--- config.mk ---
export PLATFORM = sky130hd
export DESIGN_NAME = vfr_sequencer
export DESIGN_NICKNAME = d
export VERILOG_FILES = /design/src/hw/vfr_pkg.sv /design/src/hw/vfr_delay_timer.sv /design/src/hw/vfr_sequencer.sv
export SDC_FILE = /design/constraint.sdc
export NUM_CORES = 1
export LEC_CHECK = 0
export ABC_AREA = 1
export BUFFER_PORTS_ARGS = -buffer_cell sky130_fd_sc_hd__buf_2
export CORE_MARGIN = 1.5
export CORE_UTILIZATION = 55
export DETAILED_ROUTE_END_ITERATION = 7
export GPL_TIMING_DRIVEN = 1
export PLACE_DENSITY = 0.83
export SLEW_MARGIN = 20
export SYNTH_ARGS = -nofsm -noshare
export SYNTH_HDL_FRONTEND = slang
export SYNTH_SLANG_ARGS = --single-unit
--- constraint.sdc ---
create_clock -name CLK -period 2.4 [get_ports CLK]
set_input_delay 0.24 -clock CLK [delete_from_list [all_inputs] [get_ports CLK]]
set_output_delay 0.24 -clock CLK [all_outputs]
set_load 0.005 [all_outputs]
--- src/hw/vfr_pkg.sv ---
// Package: constants and types for the output-voltage fault retry sequencer
`default_nettype none
package vfr_pkg;
	// Command codes of the threshold registers
	localparam logic [7:0] VFR_OVW_CODE = 8'h42;
	localparam logic [7:0] VFR_UVW_CODE = 8'h43;
	localparam logic [7:0] VFR_UVF_CODE = 8'h44;
	// Code of the time-unit register that feeds TIME_UNIT
	localparam logic [7:0] VFR_TIME_UNIT_CODE = 8'hD2;
	// Field positions inside the fault-response byte
	localparam int VFR_RESP_HI = 7;
	localparam int VFR_RESP_LO = 6;
	localparam int VFR_RETRY_HI = 5;
	localparam int VFR_RETRY_LO = 3;
	localparam int VFR_DELAY_HI = 2;
	localparam int VFR_DELAY_LO = 0;
	// Values after reset of the thresholds
	localparam logic [15:0] VFR_OVW_RESET = 16'hFFFF;
	localparam logic [15:0] VFR_UVW_RESET = 16'h0000;
	localparam logic [15:0] VFR_UVF_RESET = 16'h0000;
	// Retry codes
	localparam logic [2:0] VFR_RETRY_NONE = 3'h0;
	localparam logic [2:0] VFR_RETRY_FOREVER = 3'h7;
	// Base tick of the time unit: 1000 ns at a 4 ns clock
	localparam int VFR_CLK_NS = 4;
	localparam int VFR_TICK_NS = 1000;
	localparam int VFR_TICK_CYC = (VFR_TICK_NS + VFR_CLK_NS - 1) / VFR_CLK_NS;
	// Fault responses
	typedef enum logic [1:0]
	{
		VFR_IGNORE = 2'h0,
		VFR_RUN_THEN_RETRY = 2'h1,
		VFR_OFF_AND_RETRY = 2'h2,
		VFR_OFF_WHILE_FAULT = 2'h3
	} vfr_resp_t;
	// Sequencer states, Gray along run, delay, wait, attempt, latch
	typedef enum logic [2:0]
	{
		VFR_ST_RUN = 3'h0,
		VFR_ST_DELAY = 3'h1,
		VFR_ST_WAIT = 3'h3,
		VFR_ST_ATTEMPT = 3'h2,
		VFR_ST_LATCH = 3'h6,
		VFR_ST_HOLD = 3'h7
	} vfr_state_t;
endpackage : vfr_pkg
`default_nettype wire

--- src/hw/vfr_delay_timer.sv ---
// Delay timer: counts 2**code time units of unit_len base ticks each
`default_nettype none
module vfr_delay_timer
	import vfr_pkg::*;
(
	// Clock and reset
	input wire logic clk,
	input wire logic rst_n,
	// Control
	input wire logic start,
	input wire logic [15:0] unit_len,
	input wire logic [2:0] code,
	// Result
	output logic done
);
	localparam logic [7:0] TICK_LAST = 8'(VFR_TICK_CYC - 1);

	logic [7:0] div_q; // Base tick divider
	logic [15:0] unit_q; // Ticks within the current unit
	logic [7:0] mult_q; // Units elapsed
	logic busy_q; // Timer armed
	logic done_q; // One-cycle completion pulse
	wire tick = busy_q && (div_q == TICK_LAST);
	// A zero unit length would wrap to 65536 ticks, so it is read as one tick
	wire [15:0] unit_last = (unit_len == 16'h0000) ? 16'h0000 :
		unit_len - 16'h0001;
	wire unit_end = tick && (unit_q == unit_last);
	wire [7:0] mult_last = (8'h01 << code) - 8'h01;
	wire all_end = unit_end && (mult_q == mult_last);

	// A restart drops any count in flight so intervals never overlap
	always_ff @(posedge clk or negedge rst_n)
	begin
		if (!rst_n)
		begin
			div_q <= 8'h00;
			unit_q <= 16'h0000;
			mult_q <= 8'h00;
			busy_q <= 1'b0;
			done_q <= 1'b0;
		end
		else if (start)
		begin
			div_q <= 8'h00;
			unit_q <= 16'h0000;
			mult_q <= 8'h00;
			busy_q <= 1'b1;
			done_q <= 1'b0;
		end
		else
		begin
			div_q <= (!busy_q || tick) ? 8'h00 : div_q + 8'h01;
			unit_q <= unit_end ? 16'h0000 : (tick ? unit_q + 16'h0001 : unit_q);
			mult_q <= unit_end ? mult_q + 8'h01 : mult_q;
			busy_q <= busy_q && !all_end;
			done_q <= all_end;
		end
	end

	assign done = done_q;
endmodule : vfr_delay_timer
`default_nettype wire

--- src/hw/vfr_sequencer.sv ---
// Output-voltage fault response and restart sequencer
// How it works
// - Retry codes 1..6 give that many attempts
// - All attempts fail: output off until cleared
// - Attempt starts spaced by delay times unit
// - Code 111 retries until off or shutdown
// - Delay code n means 2**n time units
// - Delay is run-on time or retry spacing
// - Time unit comes from register code 0xD2
// - Over-voltage warning threshold at code 0x42
// - Under-voltage warning threshold at code 0x43
// - Under-voltage fault threshold at code 0x44
// - Response field picks ignore/run/off/hold
// - Retry field bits 5:3; zero never restarts
`default_nettype none
module vfr_sequencer
	import vfr_pkg::*;
(
	// Clock and reset
	input wire logic CLK,
	input wire logic RST_N,
	// Command port for the threshold registers
	input wire logic [7:0] CMD_CODE,
	input wire logic WR_STB,
	input wire logic [15:0] WR_DATA,
	input wire logic RD_STB,
	output logic [15:0] RD_DATA,
	output logic RD_VALID,
	// Fault configuration
	input wire logic [7:0] FAULT_RESPONSE,
	input wire logic [15:0] TIME_UNIT,
	// Measurement and commands
	input wire logic [15:0] VOUT_MEAS,
	input wire logic OUTPUT_ON_CMD,
	input wire logic CLEAR_FAULTS,
	input wire logic OTHER_FAULT,
	// Power stage and status
	output logic POWER_STAGE_EN,
	output logic OV_WARN_STATUS,
	output logic UV_WARN_STATUS,
	output logic UV_FAULT_STATUS,
	output logic RETRY_ACTIVE
);
	logic [15:0] ovw_q; // Over-voltage warning threshold
	logic [15:0] uvw_q; // Under-voltage warning threshold
	logic [15:0] uvf_q; // Under-voltage fault threshold
	logic [15:0] rd_data_q; // Read data
	logic rd_valid_q; // Read answer strobe
	logic ovw_st_q; // Sticky warning flags
	logic uvw_st_q;
	logic uvf_st_q; // Sticky fault flag
	vfr_state_t state_q; // Sequencer state
	vfr_state_t state_d;
	logic [2:0] left_q; // Attempts still allowed
	logic [2:0] left_d;
	logic seen_q; // Fault seen during current attempt
	logic seen_d;
	logic tmr_start; // Timer restart request
	logic tmr_done; // Timer expiry pulse
	logic en_q; // Registered stage enable

	// Field decode of the response byte
	wire [1:0] resp = FAULT_RESPONSE[VFR_RESP_HI:VFR_RESP_LO];
	wire [2:0] retry = FAULT_RESPONSE[VFR_RETRY_HI:VFR_RETRY_LO];
	wire [2:0] dly = FAULT_RESPONSE[VFR_DELAY_HI:VFR_DELAY_LO];
	wire forever_on = (retry == VFR_RETRY_FOREVER);
	// Threshold comparisons on the unsigned output-voltage code
	wire ov_warn = VOUT_MEAS > ovw_q;
	wire uv_warn = VOUT_MEAS < uvw_q;
	wire uv_fault = VOUT_MEAS < uvf_q;
	// Write and read decode
	wire wr_ovw = WR_STB && (CMD_CODE == VFR_OVW_CODE);
	wire wr_uvw = WR_STB && (CMD_CODE == VFR_UVW_CODE);
	wire wr_uvf = WR_STB && (CMD_CODE == VFR_UVF_CODE);
	wire [15:0] rd_mux = (CMD_CODE == VFR_OVW_CODE) ? ovw_q :
		(CMD_CODE == VFR_UVW_CODE) ? uvw_q :
		(CMD_CODE == VFR_UVF_CODE) ? uvf_q : 16'h0000;
	// A fault acts only when the response is not ignore
	wire fault_act = uv_fault && (resp != VFR_IGNORE);

	// Delay generator; TIME_UNIT holds the 0xD2 unit as base ticks
	vfr_delay_timer u_timer
	(
		.clk(CLK),
		.rst_n(RST_N),
		.start(tmr_start),
		.unit_len(TIME_UNIT),
		.code(dly),
		.done(tmr_done)
	);

	// Threshold registers and read port
	always_ff @(posedge CLK or negedge RST_N)
	begin
		if (!RST_N)
		begin
			ovw_q <= VFR_OVW_RESET;
			uvw_q <= VFR_UVW_RESET;
			uvf_q <= VFR_UVF_RESET;
			rd_data_q <= 16'h0000;
			rd_valid_q <= 1'b0;
		end
		else
		begin
			if (wr_ovw)
				ovw_q <= WR_DATA;
			if (wr_uvw)
				uvw_q <= WR_DATA;
			if (wr_uvf)
				uvf_q <= WR_DATA;
			if (RD_STB)
				rd_data_q <= rd_mux;
			rd_valid_q <= RD_STB;
		end
	end

	// Sticky status; a new event in the clearing cycle wins
	always_ff @(posedge CLK or negedge RST_N)
	begin
		if (!RST_N)
		begin
			ovw_st_q <= 1'b0;
			uvw_st_q <= 1'b0;
			uvf_st_q <= 1'b0;
		end
		else
		begin
			ovw_st_q <= ov_warn || (ovw_st_q && !CLEAR_FAULTS);
			uvw_st_q <= uv_warn || (uvw_st_q && !CLEAR_FAULTS);
			uvf_st_q <= (fault_act && OUTPUT_ON_CMD) ||
				(uvf_st_q && !CLEAR_FAULTS);
		end
	end

	// Next-state logic of the sequencer
	always_comb
	begin
		state_d = state_q;
		left_d = left_q;
		seen_d = seen_q;
		tmr_start = 1'b0;
		case (state_q)
			VFR_ST_RUN:
			begin
				// Fault while on picks the response path; a stage that is
				// still off reads low, so only an enabled stage is judged
				if (fault_act && OUTPUT_ON_CMD && en_q)
				begin
					tmr_start = 1'b1;
					left_d = retry;
					case (resp)
						VFR_RUN_THEN_RETRY: state_d = VFR_ST_DELAY;
						VFR_OFF_AND_RETRY: state_d = (retry == VFR_RETRY_NONE) ?
							VFR_ST_LATCH : VFR_ST_WAIT;
						default: state_d = VFR_ST_HOLD;
					endcase
				end
			end
			VFR_ST_DELAY:
			begin
				// Keep running for the delay; fault gone means no action
				if (!uv_fault)
					state_d = VFR_ST_RUN;
				else if (tmr_done)
				begin
					tmr_start = 1'b1;
					state_d = (retry == VFR_RETRY_NONE) ?
						VFR_ST_LATCH : VFR_ST_WAIT;
				end
			end
			VFR_ST_WAIT:
			begin
				// Output off for one interval before the first attempt
				if (tmr_done)
				begin
					tmr_start = 1'b1;
					seen_d = 1'b0;
					left_d = forever_on ? left_q : left_q - 3'h1;
					state_d = VFR_ST_ATTEMPT;
				end
			end
			VFR_ST_ATTEMPT:
			begin
				// Attempt lasts one interval; a fault turns the stage off for the rest of it
				if (uv_fault)
					seen_d = 1'b1;
				if (tmr_done)
				begin
					if (!seen_q && !uv_fault)
						state_d = VFR_ST_RUN;
					else if (forever_on || left_q != 3'h0)
					begin
						tmr_start = 1'b1;
						seen_d = 1'b0;
						left_d = forever_on ? left_q : left_q - 3'h1;
					end
					else
						state_d = VFR_ST_LATCH;
				end
			end
			VFR_ST_LATCH:
			begin
				// Stays off until a clear-faults command
				if (CLEAR_FAULTS)
					state_d = VFR_ST_RUN;
			end
			VFR_ST_HOLD:
			begin
				// Off while the fault persists; a stage that is off reads
				// low, so a clear-faults command is the usual way out
				if (!uv_fault || CLEAR_FAULTS)
					state_d = VFR_ST_RUN;
			end
			default: state_d = VFR_ST_RUN;
		endcase
		// Commanding off ends any sequence; on again starts clean
		if (!OUTPUT_ON_CMD)
			state_d = VFR_ST_RUN;
		else if (OTHER_FAULT)
			state_d = VFR_ST_LATCH;
	end

	// Sequencer registers
	always_ff @(posedge CLK or negedge RST_N)
	begin
		if (!RST_N)
		begin
			state_q <= VFR_ST_RUN;
			left_q <= 3'h0;
			seen_q <= 1'b0;
		end
		else
		begin
			state_q <= state_d;
			left_q <= left_d;
			seen_q <= seen_d;
		end
	end

	// Output stage: off in wait, latch, hold and a failing attempt
	wire en_d = OUTPUT_ON_CMD && ((state_d == VFR_ST_RUN) ||
		(state_d == VFR_ST_DELAY) ||
		((state_d == VFR_ST_ATTEMPT) && !seen_d));
	always_ff @(posedge CLK or negedge RST_N)
	begin
		if (!RST_N)
			en_q <= 1'b0;
		else
			en_q <= en_d;
	end

	assign POWER_STAGE_EN = en_q;
	assign RD_DATA = rd_data_q;
	assign RD_VALID = rd_valid_q;
	assign OV_WARN_STATUS = ovw_st_q;
	assign UV_WARN_STATUS = uvw_st_q;
	assign UV_FAULT_STATUS = uvf_st_q;
	assign RETRY_ACTIVE = (state_q == VFR_ST_WAIT) ||
		(state_q == VFR_ST_ATTEMPT);
endmodule : vfr_sequencer
`default_nettype wire

After elaboration in Yosys (flattened, before gate mapping)
Cells that the tools add are included.

storage, ports and cells
  flip-flop bits (word level) = 110
  bits in read-only memories = 0
  logic and storage cells = 136
  latch bits = 0
  memory bits (writable) = 0
  input bits = 71
  memories = 0

operators by class
  add/sub/neg operators = 6
  equal/unequal tests = 21
  $lt $le $gt $ge = 3
  bitwise logic cells = 0
  muxes and demuxes = 47
  shift-type cells = 1
  multipliers = 0
  div/mod/pow operators = 0
  reductions and logical operators = 41

operators with widths
  cell                     number
  $mux W16                 7
  $mux W3                  18
  $lt A16 B16 Y1           2
  $mux W8                  4
  $eq A8 B7 Y1 const B     3
  $pmux W3 S6              1
  $add A16 B1 Y16 const B  1
  $add A8 B1 Y8 const B    2
  $eq A16 B16 Y1           1
  $gt A16 B16 Y1           1
  $logic_and A1 B1 Y1      16
  $logic_not A16 Y1        1
  $sub A16 B1 Y16 const B  1
  $mux W1                  13
  $eq A3 B2 Y1 const B     3
  $eq A3 B3 Y1 const B     3
  $logic_not A3 Y1         3
  $logic_or A1 B1 Y1       9
  $pmux W3 S3              1
  $reduce_bool A3 Y1       3
  $eq A8 B8 Y1             1
  $eq A8 B8 Y1 const B     1
  $shl A1 B3 Y8 const A    1
  $sub A8 B1 Y8 const B    1
  12 further kinds         22

Logic depth before layout (Yosys ltp)
Gate-level depths: netlist (run 1).

  word-level depth = 12
  gate-level depth with buffers = 18
  gate-level depth less buffers = 17

Hierarchy
Synthesis (run 1) repeated with hierarchy kept, for this count alone.

second synthesis, totals
  cell total of the unflattened synthesis = 1002
  area total of the unflattened synthesis = 7602.3 um2

modules (own cells, without submodules)
  module           times used  area an instance (um2)  cells an instance
  vfr_sequencer    1           4707.0                  565
  vfr_delay_timer  1           2895.3                  437

Least setup slack after synthesis (run 1)
OpenSTA, ideal clock, no wires.

  path type = flip-flop to flip-flop
  from = register uvf_q[9]
  to = register u_timer.mult_q[3]
  data required time = 2.282 ns
  path slack = 0.249 ns
  buffers on the path = 2
  arrival time = 2.034 ns
  cell stages (with the launch flop) = 17
  cell sequence = dfrtp_1 > inv_1 > ha_1 > nand2_1 > inv_1 > o21ai_0 > a21oi_1 > nor2_1 > nand2_1 > nand2_1 > nand2_1 > o21ai_1 > nor2_1 > buf_4 > buf_2 > nand3_1 > nand2_1

between the ends
  word-level cells in the longest chain between the ends = 7

ends and longest elaborated chain
  what                                                            line                                        text
  start: declaration                                              vfr_sequencer.sv:46                         logic [15:0] uvf_q;
  start signal: assignment                                        vfr_sequencer.sv:99                         uvf_q <= VFR_UVF_RESET;
  start signal: assignment                                        vfr_sequencer.sv:110                        uvf_q <= WR_DATA;
  $lt A16 B16 Y1 *                                                vfr_sequencer.sv:70                         wire uv_fault = VOUT_MEAS < uvf_q;
  $logic_not A1 Y1 / $logic_and A1 B1 Y1 (equally long branches)  vfr_sequencer.sv:189, vfr_sequencer.sv:79
  $logic_and A1 B1 Y1, on equally long branches                   vfr_sequencer.sv:189, vfr_sequencer.sv:147
  $mux W1 / $logic_and A1 B1 Y1 (equally long branches)           vfr_sequencer.sv:189, vfr_sequencer.sv:147
  $mux W1, on equally long branches                               vfr_sequencer.sv:187, vfr_sequencer.sv:147
  $pmux W1 S4 *                                                   vfr_sequencer.sv:142                        case (state_q)
  $mux W8 / $reduce_bool A2 Y1 (equally long branches)            -
  end signal: assignment                                          vfr_delay_timer.sv:54                       mult_q <= unit_end ? mult_q + 8'h01 : mult_q;
  end: declaration                                                vfr_delay_timer.sv:20                       logic [7:0] mult_q;

Mark *: on every way between the ends. The rest lies on a longest branch, timed or not.
A chain may end at the register's enable or synchronous reset.

Worst setup path in the final report (run 1)
  from = register uvf_q[9]
  to = register u_timer.unit_q[15]

between the ends
  word-level cells in the longest chain between the ends = 7

ends and longest elaborated chain
  what                                                                    line                                        text
  $lt A16 B16 Y1 *                                                        vfr_sequencer.sv:70
  $logic_not A1 Y1 / $logic_and A1 B1 Y1 (equally long branches)          vfr_sequencer.sv:189, vfr_sequencer.sv:79
  $logic_and A1 B1 Y1, on equally long branches                           vfr_sequencer.sv:189, vfr_sequencer.sv:147
  $mux W1 / $logic_and A1 B1 Y1 (equally long branches)                   vfr_sequencer.sv:189, vfr_sequencer.sv:147
  $mux W1, on equally long branches                                       vfr_sequencer.sv:187, vfr_sequencer.sv:147
  $pmux W1 S4 *                                                           vfr_sequencer.sv:142
  $reduce_bool A3 Y1 (no source line) / $mux W16 (equally long branches)  -
  end signal: assignment                                                  vfr_delay_timer.sv:53                       unit_q <= unit_end ? 16'h0000 : (tick ? unit_q + 16'h0001 : unit_q);
  end: declaration                                                        vfr_delay_timer.sv:19                       logic [15:0] unit_q;

Marks and branches as above.

==> results_dict.tcl, run 1 <==
set metrics [dict create \
    synth-seq-cells 110 \
    power_frac_clock_pct 32.5 \
    grt_pass1_wl_um 30100 \
    clkTransAtPathRegs_ns 0.07 \
    avgSynthCellArea_sq_um 7.56 \
    ir_drop_v 0.000336 \
    gr-total-overflow 0 \
    period_share_pct 96.9 \
    syn_inst 1006 \
    grt_antenna_before_repair 2 \
    fmax_mhz 430 \
    htree_levels 3 \
    start_util_pct 57.0 \
    route.met3.wl_um 1070 \
    wl_um 18300 \
    worst_skew_pair.late_latency_ns 0.35 \
    nets 1240 \
    synthTopCellsByArea "dfrtp_1, nand2_1, ha_1, inv_1, dfstp_2" \
    cp_data_arrival_time_ns 2.56 \
    slew_violations 0 \
    die_area_sq_mm 0.0145 \
    worst_setup_path_start_kind "flip-flop" \
    synth_nets 1133 \
    die_x_um 121 \
    p_int_mw 3.06 \
    cp_max_fo 10 \
    endpoint_kind "flip-flop" \
    yosysSeqAreaShare_pct 36.4 \
    place.gp.congestion 0.932 \
    cap_violations 0 \
    min-delay-start "WR_DATA[0]" \
    numCtsBuffers 9 \
    synth_top_area_share_pct 30.9 \
    clock_sink_count 110 \
    wl_met1_um 8130 \
    groute.usage.overall_pct 25.5 \
    route.met2.wl_um 8580 \
    highest_layer "met4" \
    grt_pass1_vias 6563 \
    via_count 7016 \
    core_sq_mm 0.0133 \
    power_switching_mw 1.25 \
    io_buffer_count 92 \
    leakage_nw 4.32 \
    synth_top_cell_by_area "dfrtp_1" \
    dp_worst_setup_slack_ns 0.0537 \
    outcome "finished, final reports clean" \
    final_util_pct 66.1 \
    die_h_um 121 \
    drive_above_1_share_pct 20.6 \
    cp.required_ns 2.64 \
    first_pass_iters 6 \
    fin_ws_ns 0.0750 \
    dp_hpwl_um 13300 \
    skew_ns 0.00986 \
    cts_tree "done" \
    antenna_left 0 \
    ys_types 46 \
    synthToLayoutAreaGrowth_pct 16.0 \
    final_common_cell "nand2_1" \
    root_buffer "clkbuf_16" \
    seqPwrFrac_pct 48.6 \
    drtIter0Drc 512 \
    mostFrequentLayoutCells "nand2_1, inv_1, dfrtp_1, buf_2, nor2_1" \
    ys_warn_count 0 \
    period_minus_slack_ns 2.33 \
    crit_type "flip-flop to flip-flop" \
    drc_errors 0 \
    grt_max_degree 47 \
    comb_power_share_pct 18.9 \
    r2r_start "uvf_q[9]$_DFFE_PN0P_" \
    hp-class "primary input to flip-flop" \
    worst_slew_pin_slew_ns 0.540 \
    pin_count 93 \
    wl_per_cell_um 14.1 \
    netSwitchingFraction_pct 29.1 \
    final-hold-violation-count 0 \
    vias_per_cell 5.41 \
    synth.cell_area_sq_mm 0.00761 \
    setup_violations 0 \
    row_count 42 \
    startpoint "uvf_q[9]$_DFFE_PN0P_" \
    relSlewSlack_pct 64.0 \
    cts_max_path_buffers 2 \
    powerDensity_mw_per_mm2 489 \
]
==> logic make-up after synthesis <==
| kind of cell | Yosys count | synth area share, % |
|---|---|---|
| XOR/XNOR | 31 | 3.57 |
| buffers and inverters | 179 | 9.37 |
| AO/OA/AOI/OAI | 132 | 9.69 |
| AND/OR/NAND/NOR | 481 | 29.2 |
| multiplexers | 17 | 2.50 |
| adder cells (fa/ha/maj) | 56 | 9.21 |
| flip-flops | 110 | 36.4 |
==> layout make-up <==
class | instances | area (sq um)
fillers | 1081 | 4520
multi-input cells | 717 | 4240
flip-flops and latches | 110 | 2770
repair buffers | 118 | 723
inverters | 157 | 589
clock buffers | 13 | 250
well taps | 176 | 220
clock inverters | 3 | 21.3
diodes | 2 | 5.00
==> critical path, cell delays in order (launching register included) <==
cell and delay, ns:
dfrtp_1 0.35, inv_1 0.06, ha_1 0.29, nand2_1 0.07
inv_1 0.04, o21ai_1 0.18, a21oi_2 0.11, nor2_4 0.16
nand4_1 0.18, nor3_2 0.24, nor2_4 0.09, buf_12 0.15
nand2_4 0.08, buf_12 0.16, nor2_4 0.04
==> per-layer routing <==
layer / global-route usage (%) / vias to the layer above
met5: 0 / -
met4: 9.12 / 0
met3: 4.20 / 40
met2: 41.9 / 251
met1: 34.2 / 3249
li1: - / 3476
==> metrics by stage <==
step           total power [mW]  hold slack (ns)  instances  instance area, sq um  setup TNS [ns]
2_1_floorplan              2.62          -0.0556       1006                  7610               0
3_3_place_gp               2.86            0.262       1273                  8360               0
3_5_place_dp               2.89            0.261       1273                  8360               0
4_1_cts                    4.29            0.130       1290                  8640               0
5_1_grt                    4.55            0.143       1296                  8830          -0.207
6_report                   4.32            0.143       1296                  8830               0
==> state kept, by name, indices dropped and copies added (netlist names) <==
| signal | flops |
|---|---|
| left_q | 3 |
| seen_q | 1 |
| RD_DATA | 16 |
| u_timer.done | 1 |
| u_timer.unit_q | 16 |
| POWER_STAGE_EN | 1 |
| UV_WARN_STATUS | 1 |
| u_timer.div_q | 8 |
| uvf_q | 16 |
| u_timer.mult_q | 8 |
| uvw_q | 16 |
| OV_WARN_STATUS | 1 |
| RD_VALID | 1 |
| state_q | 3 |
| ovw_q | 16 |
| UV_FAULT_STATUS | 1 |
| u_timer.busy_q | 1 |
==> power by group through the flow <==
stage / Combinational, mW / Clock, mW / Sequential, mW
finish: 0.816 / 1.40 / 2.10
global route: 0.937 / 1.50 / 2.12
CTS: 0.777 / 1.42 / 2.10
detailed placement: 0.769 / 0 / 2.13
global placement: 0.737 / 0 / 2.12
floorplan: 0.514 / 0 / 2.10
==> cells in the mapped netlist (all sizes together) <==
library cell,count
a21boi,1
a21oi,32
a22oi,1
buf,8
clkbuf,14
dfrtp,94
dfstp,16
ha,56
inv,157
mux2,16
mux2i,1
nand2,262
nand3,67
nand3b,3
nand4,21
nor2,102
nor3,22
nor3b,2
nor4,2
o2111ai,2
o211ai,18
o21a,1
o21ai,70
o21bai,3
o221ai,1
o22ai,2
o31ai,1
xnor2,3
xor2,28
==> what timing repair did <==
action                                  CTS  global route
setup buffers                             0             3
gates resized for setup                   0            34
endpoints found under the setup margin    0            36
endpoints found under the hold margin    30             0
hold buffers                              1             0
==> path summary, 6_finish.rpt <==
kind,slack (ns),end,cells past startpoint
min in group asynchronous,0.41,RD_DATA[15]$_DFFE_PN0P_,2
max in group asynchronous,1.21,ovw_q[11]$_DFFE_PN1P_,3
worst max register to register,0.07,u_timer.unit_q[15]$_DFFE_PN0P_,14
worst max-delay path,0.07,u_timer.unit_q[15]$_DFFE_PN0P_,14
worst min-delay path,0.14,ovw_q[0]$_DFFE_PN1P_,3
worst min register to register,0.48,UV_WARN_STATUS$_DFF_PN0_,2
Note: power is estimated with default switching activity, not from simulation.
==> inputs of run 2 (changes only) <==
- ABC_AREA: 1 -> not set
- GPL_ROUTABILITY_DRIVEN: not set -> 0
- RECOVER_POWER: not set -> 100
==> run 2 against run 1 <==
Net effect:
- the flow now finishes with violations (setup timing)
- core utilization rose by 7.7 points
- largest cell class unchanged
- critical endpoint is now u_timer.mult_q[4]$_DFFE_PN0P_
- cell area rose by 6.9%
- via count fell by 0.17%
- sequential share of layout area fell by 2.0 points
==> results_dict.tcl, run 2 <==
set metrics [dict create \
    cts_tree "done" \
    root_buffer "clkbuf_16" \
    cap_violations 0 \
    synth_nets 901 \
    cp_max_fo 7 \
    worst_setup_path_start_kind "flip-flop" \
    period_share_pct 120 \
    final_common_cell "buf_4" \
    synth_top_area_share_pct 32.3 \
    dp_worst_setup_slack_ns -1.01 \
    ir_drop_v 0.000384 \
    synth_top_cell_by_area "dfrtp_1" \
    drtIter0Drc 771 \
    die_x_um 118 \
    powerDensity_mw_per_mm2 500 \
    setup_violations 35 \
    start_util_pct 57.1 \
    relSlewSlack_pct 1.29 \
    grt_antenna_before_repair 1 \
    groute.usage.overall_pct 29.2 \
    hp-class "primary input to flip-flop" \
    yosysSeqAreaShare_pct 38.0 \
    row_count 41 \
    worst_skew_pair.late_latency_ns 0.35 \
    wl_per_cell_um 18.3 \
    post_dp_cell_area_sq_mm 0.00875 \
    grt_pass1_wl_um 33200 \
    period_minus_slack_ns 2.89 \
    endpoint_kind "flip-flop" \
    syn_inst 774 \
    drive_above_1_share_pct 35.1 \
    slew_violations 0 \
    clock_sink_count 110 \
    setup-tns-final_ns -12.15 \
    synth-seq-cells 110 \
    synth_edf_count 0 \
    vias_per_cell 6.09 \
    htree_levels 3 \
    worst_slew_pin_slew_ns 1.48 \
    fin_ws_ns -0.490 \
    skew_ns 0.00885 \
    die_area_sq_mm 0.0140 \
    yosys_most_used_dff "dfrtp_1" \
    crit_type "flip-flop to flip-flop" \
    gr-total-overflow 0 \
    synthToLayoutAreaGrowth_pct 29.4 \
    io_buffer_count 92 \
    cts_max_path_buffers 2 \
    wl_um 21100 \
    holdWs_ns 0.144 \
    pin_count 93 \
    ys_warn_count 0 \
    async_flop_share_pct 100 \
    mostFrequentLayoutCells "buf_4, dfrtp_1, nor2_1, buf_2, inv_1" \
    drc_errors 0 \
    final-hold-violation-count 0 \
    post-route-cell-area_sq_mm 0.00943 \
    final_util_pct 73.9 \
    clkTransAtPathRegs_ns 0.07 \
    numCtsBuffers 9 \
    antenna_left 0 \
    synth.cell_area_sq_mm 0.00729 \
    fmax_mhz 346 \
    core_sq_mm 0.0128 \
    yosysMostFrequentCell "nor2_1" \
    violations "setup timing" \
    cp.required_ns 2.64 \
    die_h_um 118 \
    first_pass_iters 6 \
    avgSynthCellArea_sq_um 9.42 \
    ys_types 67 \
    nets 1099 \
    grt_max_degree 72 \
    cp_data_arrival_time_ns 3.13 \
    rsz0062_at_grt "true" \
    grt_pass1_vias 6994 \
    leakage_nw 4.30 \
    synthTopCellsByArea "dfrtp_1, ha_1, mux2_2, dfstp_2, nor2_1" \
    synth_common_cells "nor2_1, dfrtp_1, inv_1" \
    via_count 7004 \
    dp_hpwl_um 14100 \
    outcome "finished with violations" \
]
run 2: changes by cell type in the layout (fill, tap and decap cells not counted), moves of 16 or more:
| cell | before | now |
|---|---|---|
| nor2_4 | 17 | 0 |
| mux2_2 | 16 | 49 |
| buf_4 | 21 | 108 |
| nand3_1 | 57 | 18 |
| nand2_1 | 251 | 31 |
| o21ai_0 | 66 | 20 |
| a222oi_1 | 0 | 16 |
| inv_1 | 149 | 70 |
| a21o_1 | 0 | 16 |
run 2: worst paths after layout:
path                       cells after the start                       start                            end  slack [ns]
max in group asynchronous                      3                       RST_N     u_timer.div_q[1]$_DFF_PN0_        0.27
min reg2reg                                    2      RD_DATA[9]$_DFFE_PN0P_         RD_DATA[9]$_DFFE_PN0P_        0.52
max reg2reg                                    9  u_timer.div_q[1]$_DFF_PN0_  u_timer.mult_q[4]$_DFFE_PN0P_       -0.49
min in group asynchronous                      2                       RST_N         RD_DATA[2]$_DFFE_PN0P_        0.57
max                                            9  u_timer.div_q[1]$_DFF_PN0_  u_timer.mult_q[4]$_DFFE_PN0P_       -0.49
min                                            3           FAULT_RESPONSE[3]          left_q[0]$_DFFE_PN0P_        0.14
run 2: where the power goes:
group          total, mW  internal, mW  switching [mW]
sequential          2.10          2.00           0.101
combinational       1.06         0.497           0.564
clock               1.56         0.872           0.688
total               4.72          3.36            1.35
run 2: layer usage:
layer / vias to the layer above / GRT usage [%] / part of all wire [%]
met5: - / 0 / 0
met4: 0 / 12.1 / 3.7
met3: 72 / 4.36 / 6.5
met2: 351 / 51.3 / 50
met1: 3368 / 35.7 / 40
li1: 3213 / - / -
run 2: kinds of logic after synthesis:
| logic type | share of synthesized area, % |
|---|---|
| buf+inv | 5.27 |
| flops | 38.0 |
| xor+xnor | 4.09 |
| fa+ha+maj | 9.61 |
| compound gates | 15.3 |
| mux | 9.46 |
| simple gates | 18.2 |
run 2: layout make-up:
| type | count | area (sq um) |
|---|---|---|
| antenna | 1 | 2.50 |
| tap | 172 | 215 |
| inverter | 72 | 270 |
| multi-input combinational | 567 | 4520 |
| clock inverter | 4 | 53.8 |
| clock buffer | 12 | 256 |
| fill | 806 | 3340 |
| sequential | 110 | 2770 |
| timing repair buffer | 212 | 1350 |
run 2: per-stage QoR:
stage,cells,total power [mW]
after detailed placement,1121,3.04
after global routing,1150,4.92
final,1150,4.72
after floorplan,774,2.58
after global placement,1121,2.98
after CTS,1144,4.63
run 2: critical path, cell delays in order (launching register included):
cell       delay (ns)
dfrtp_1          0.40
inv_1            0.07
ha_2             0.17
nand4b_1         0.20
a2111oi_2        0.36
o2111ai_1        0.17
a2111o_1         0.31
or4_4            0.60
nor4_4           0.19
mux2_4           0.32
run 2: what timing repair did:
action | 4_1_cts | 5_1_grt
setup buffers | 6 | 7
gates cloned | 0 | 0
pin swaps | 14 | 22
hold buffers | 1 | 0
gates resized for setup | 36 | 39
hold endpoints to repair | 32 | 0
setup endpoints to repair | 40 | 41
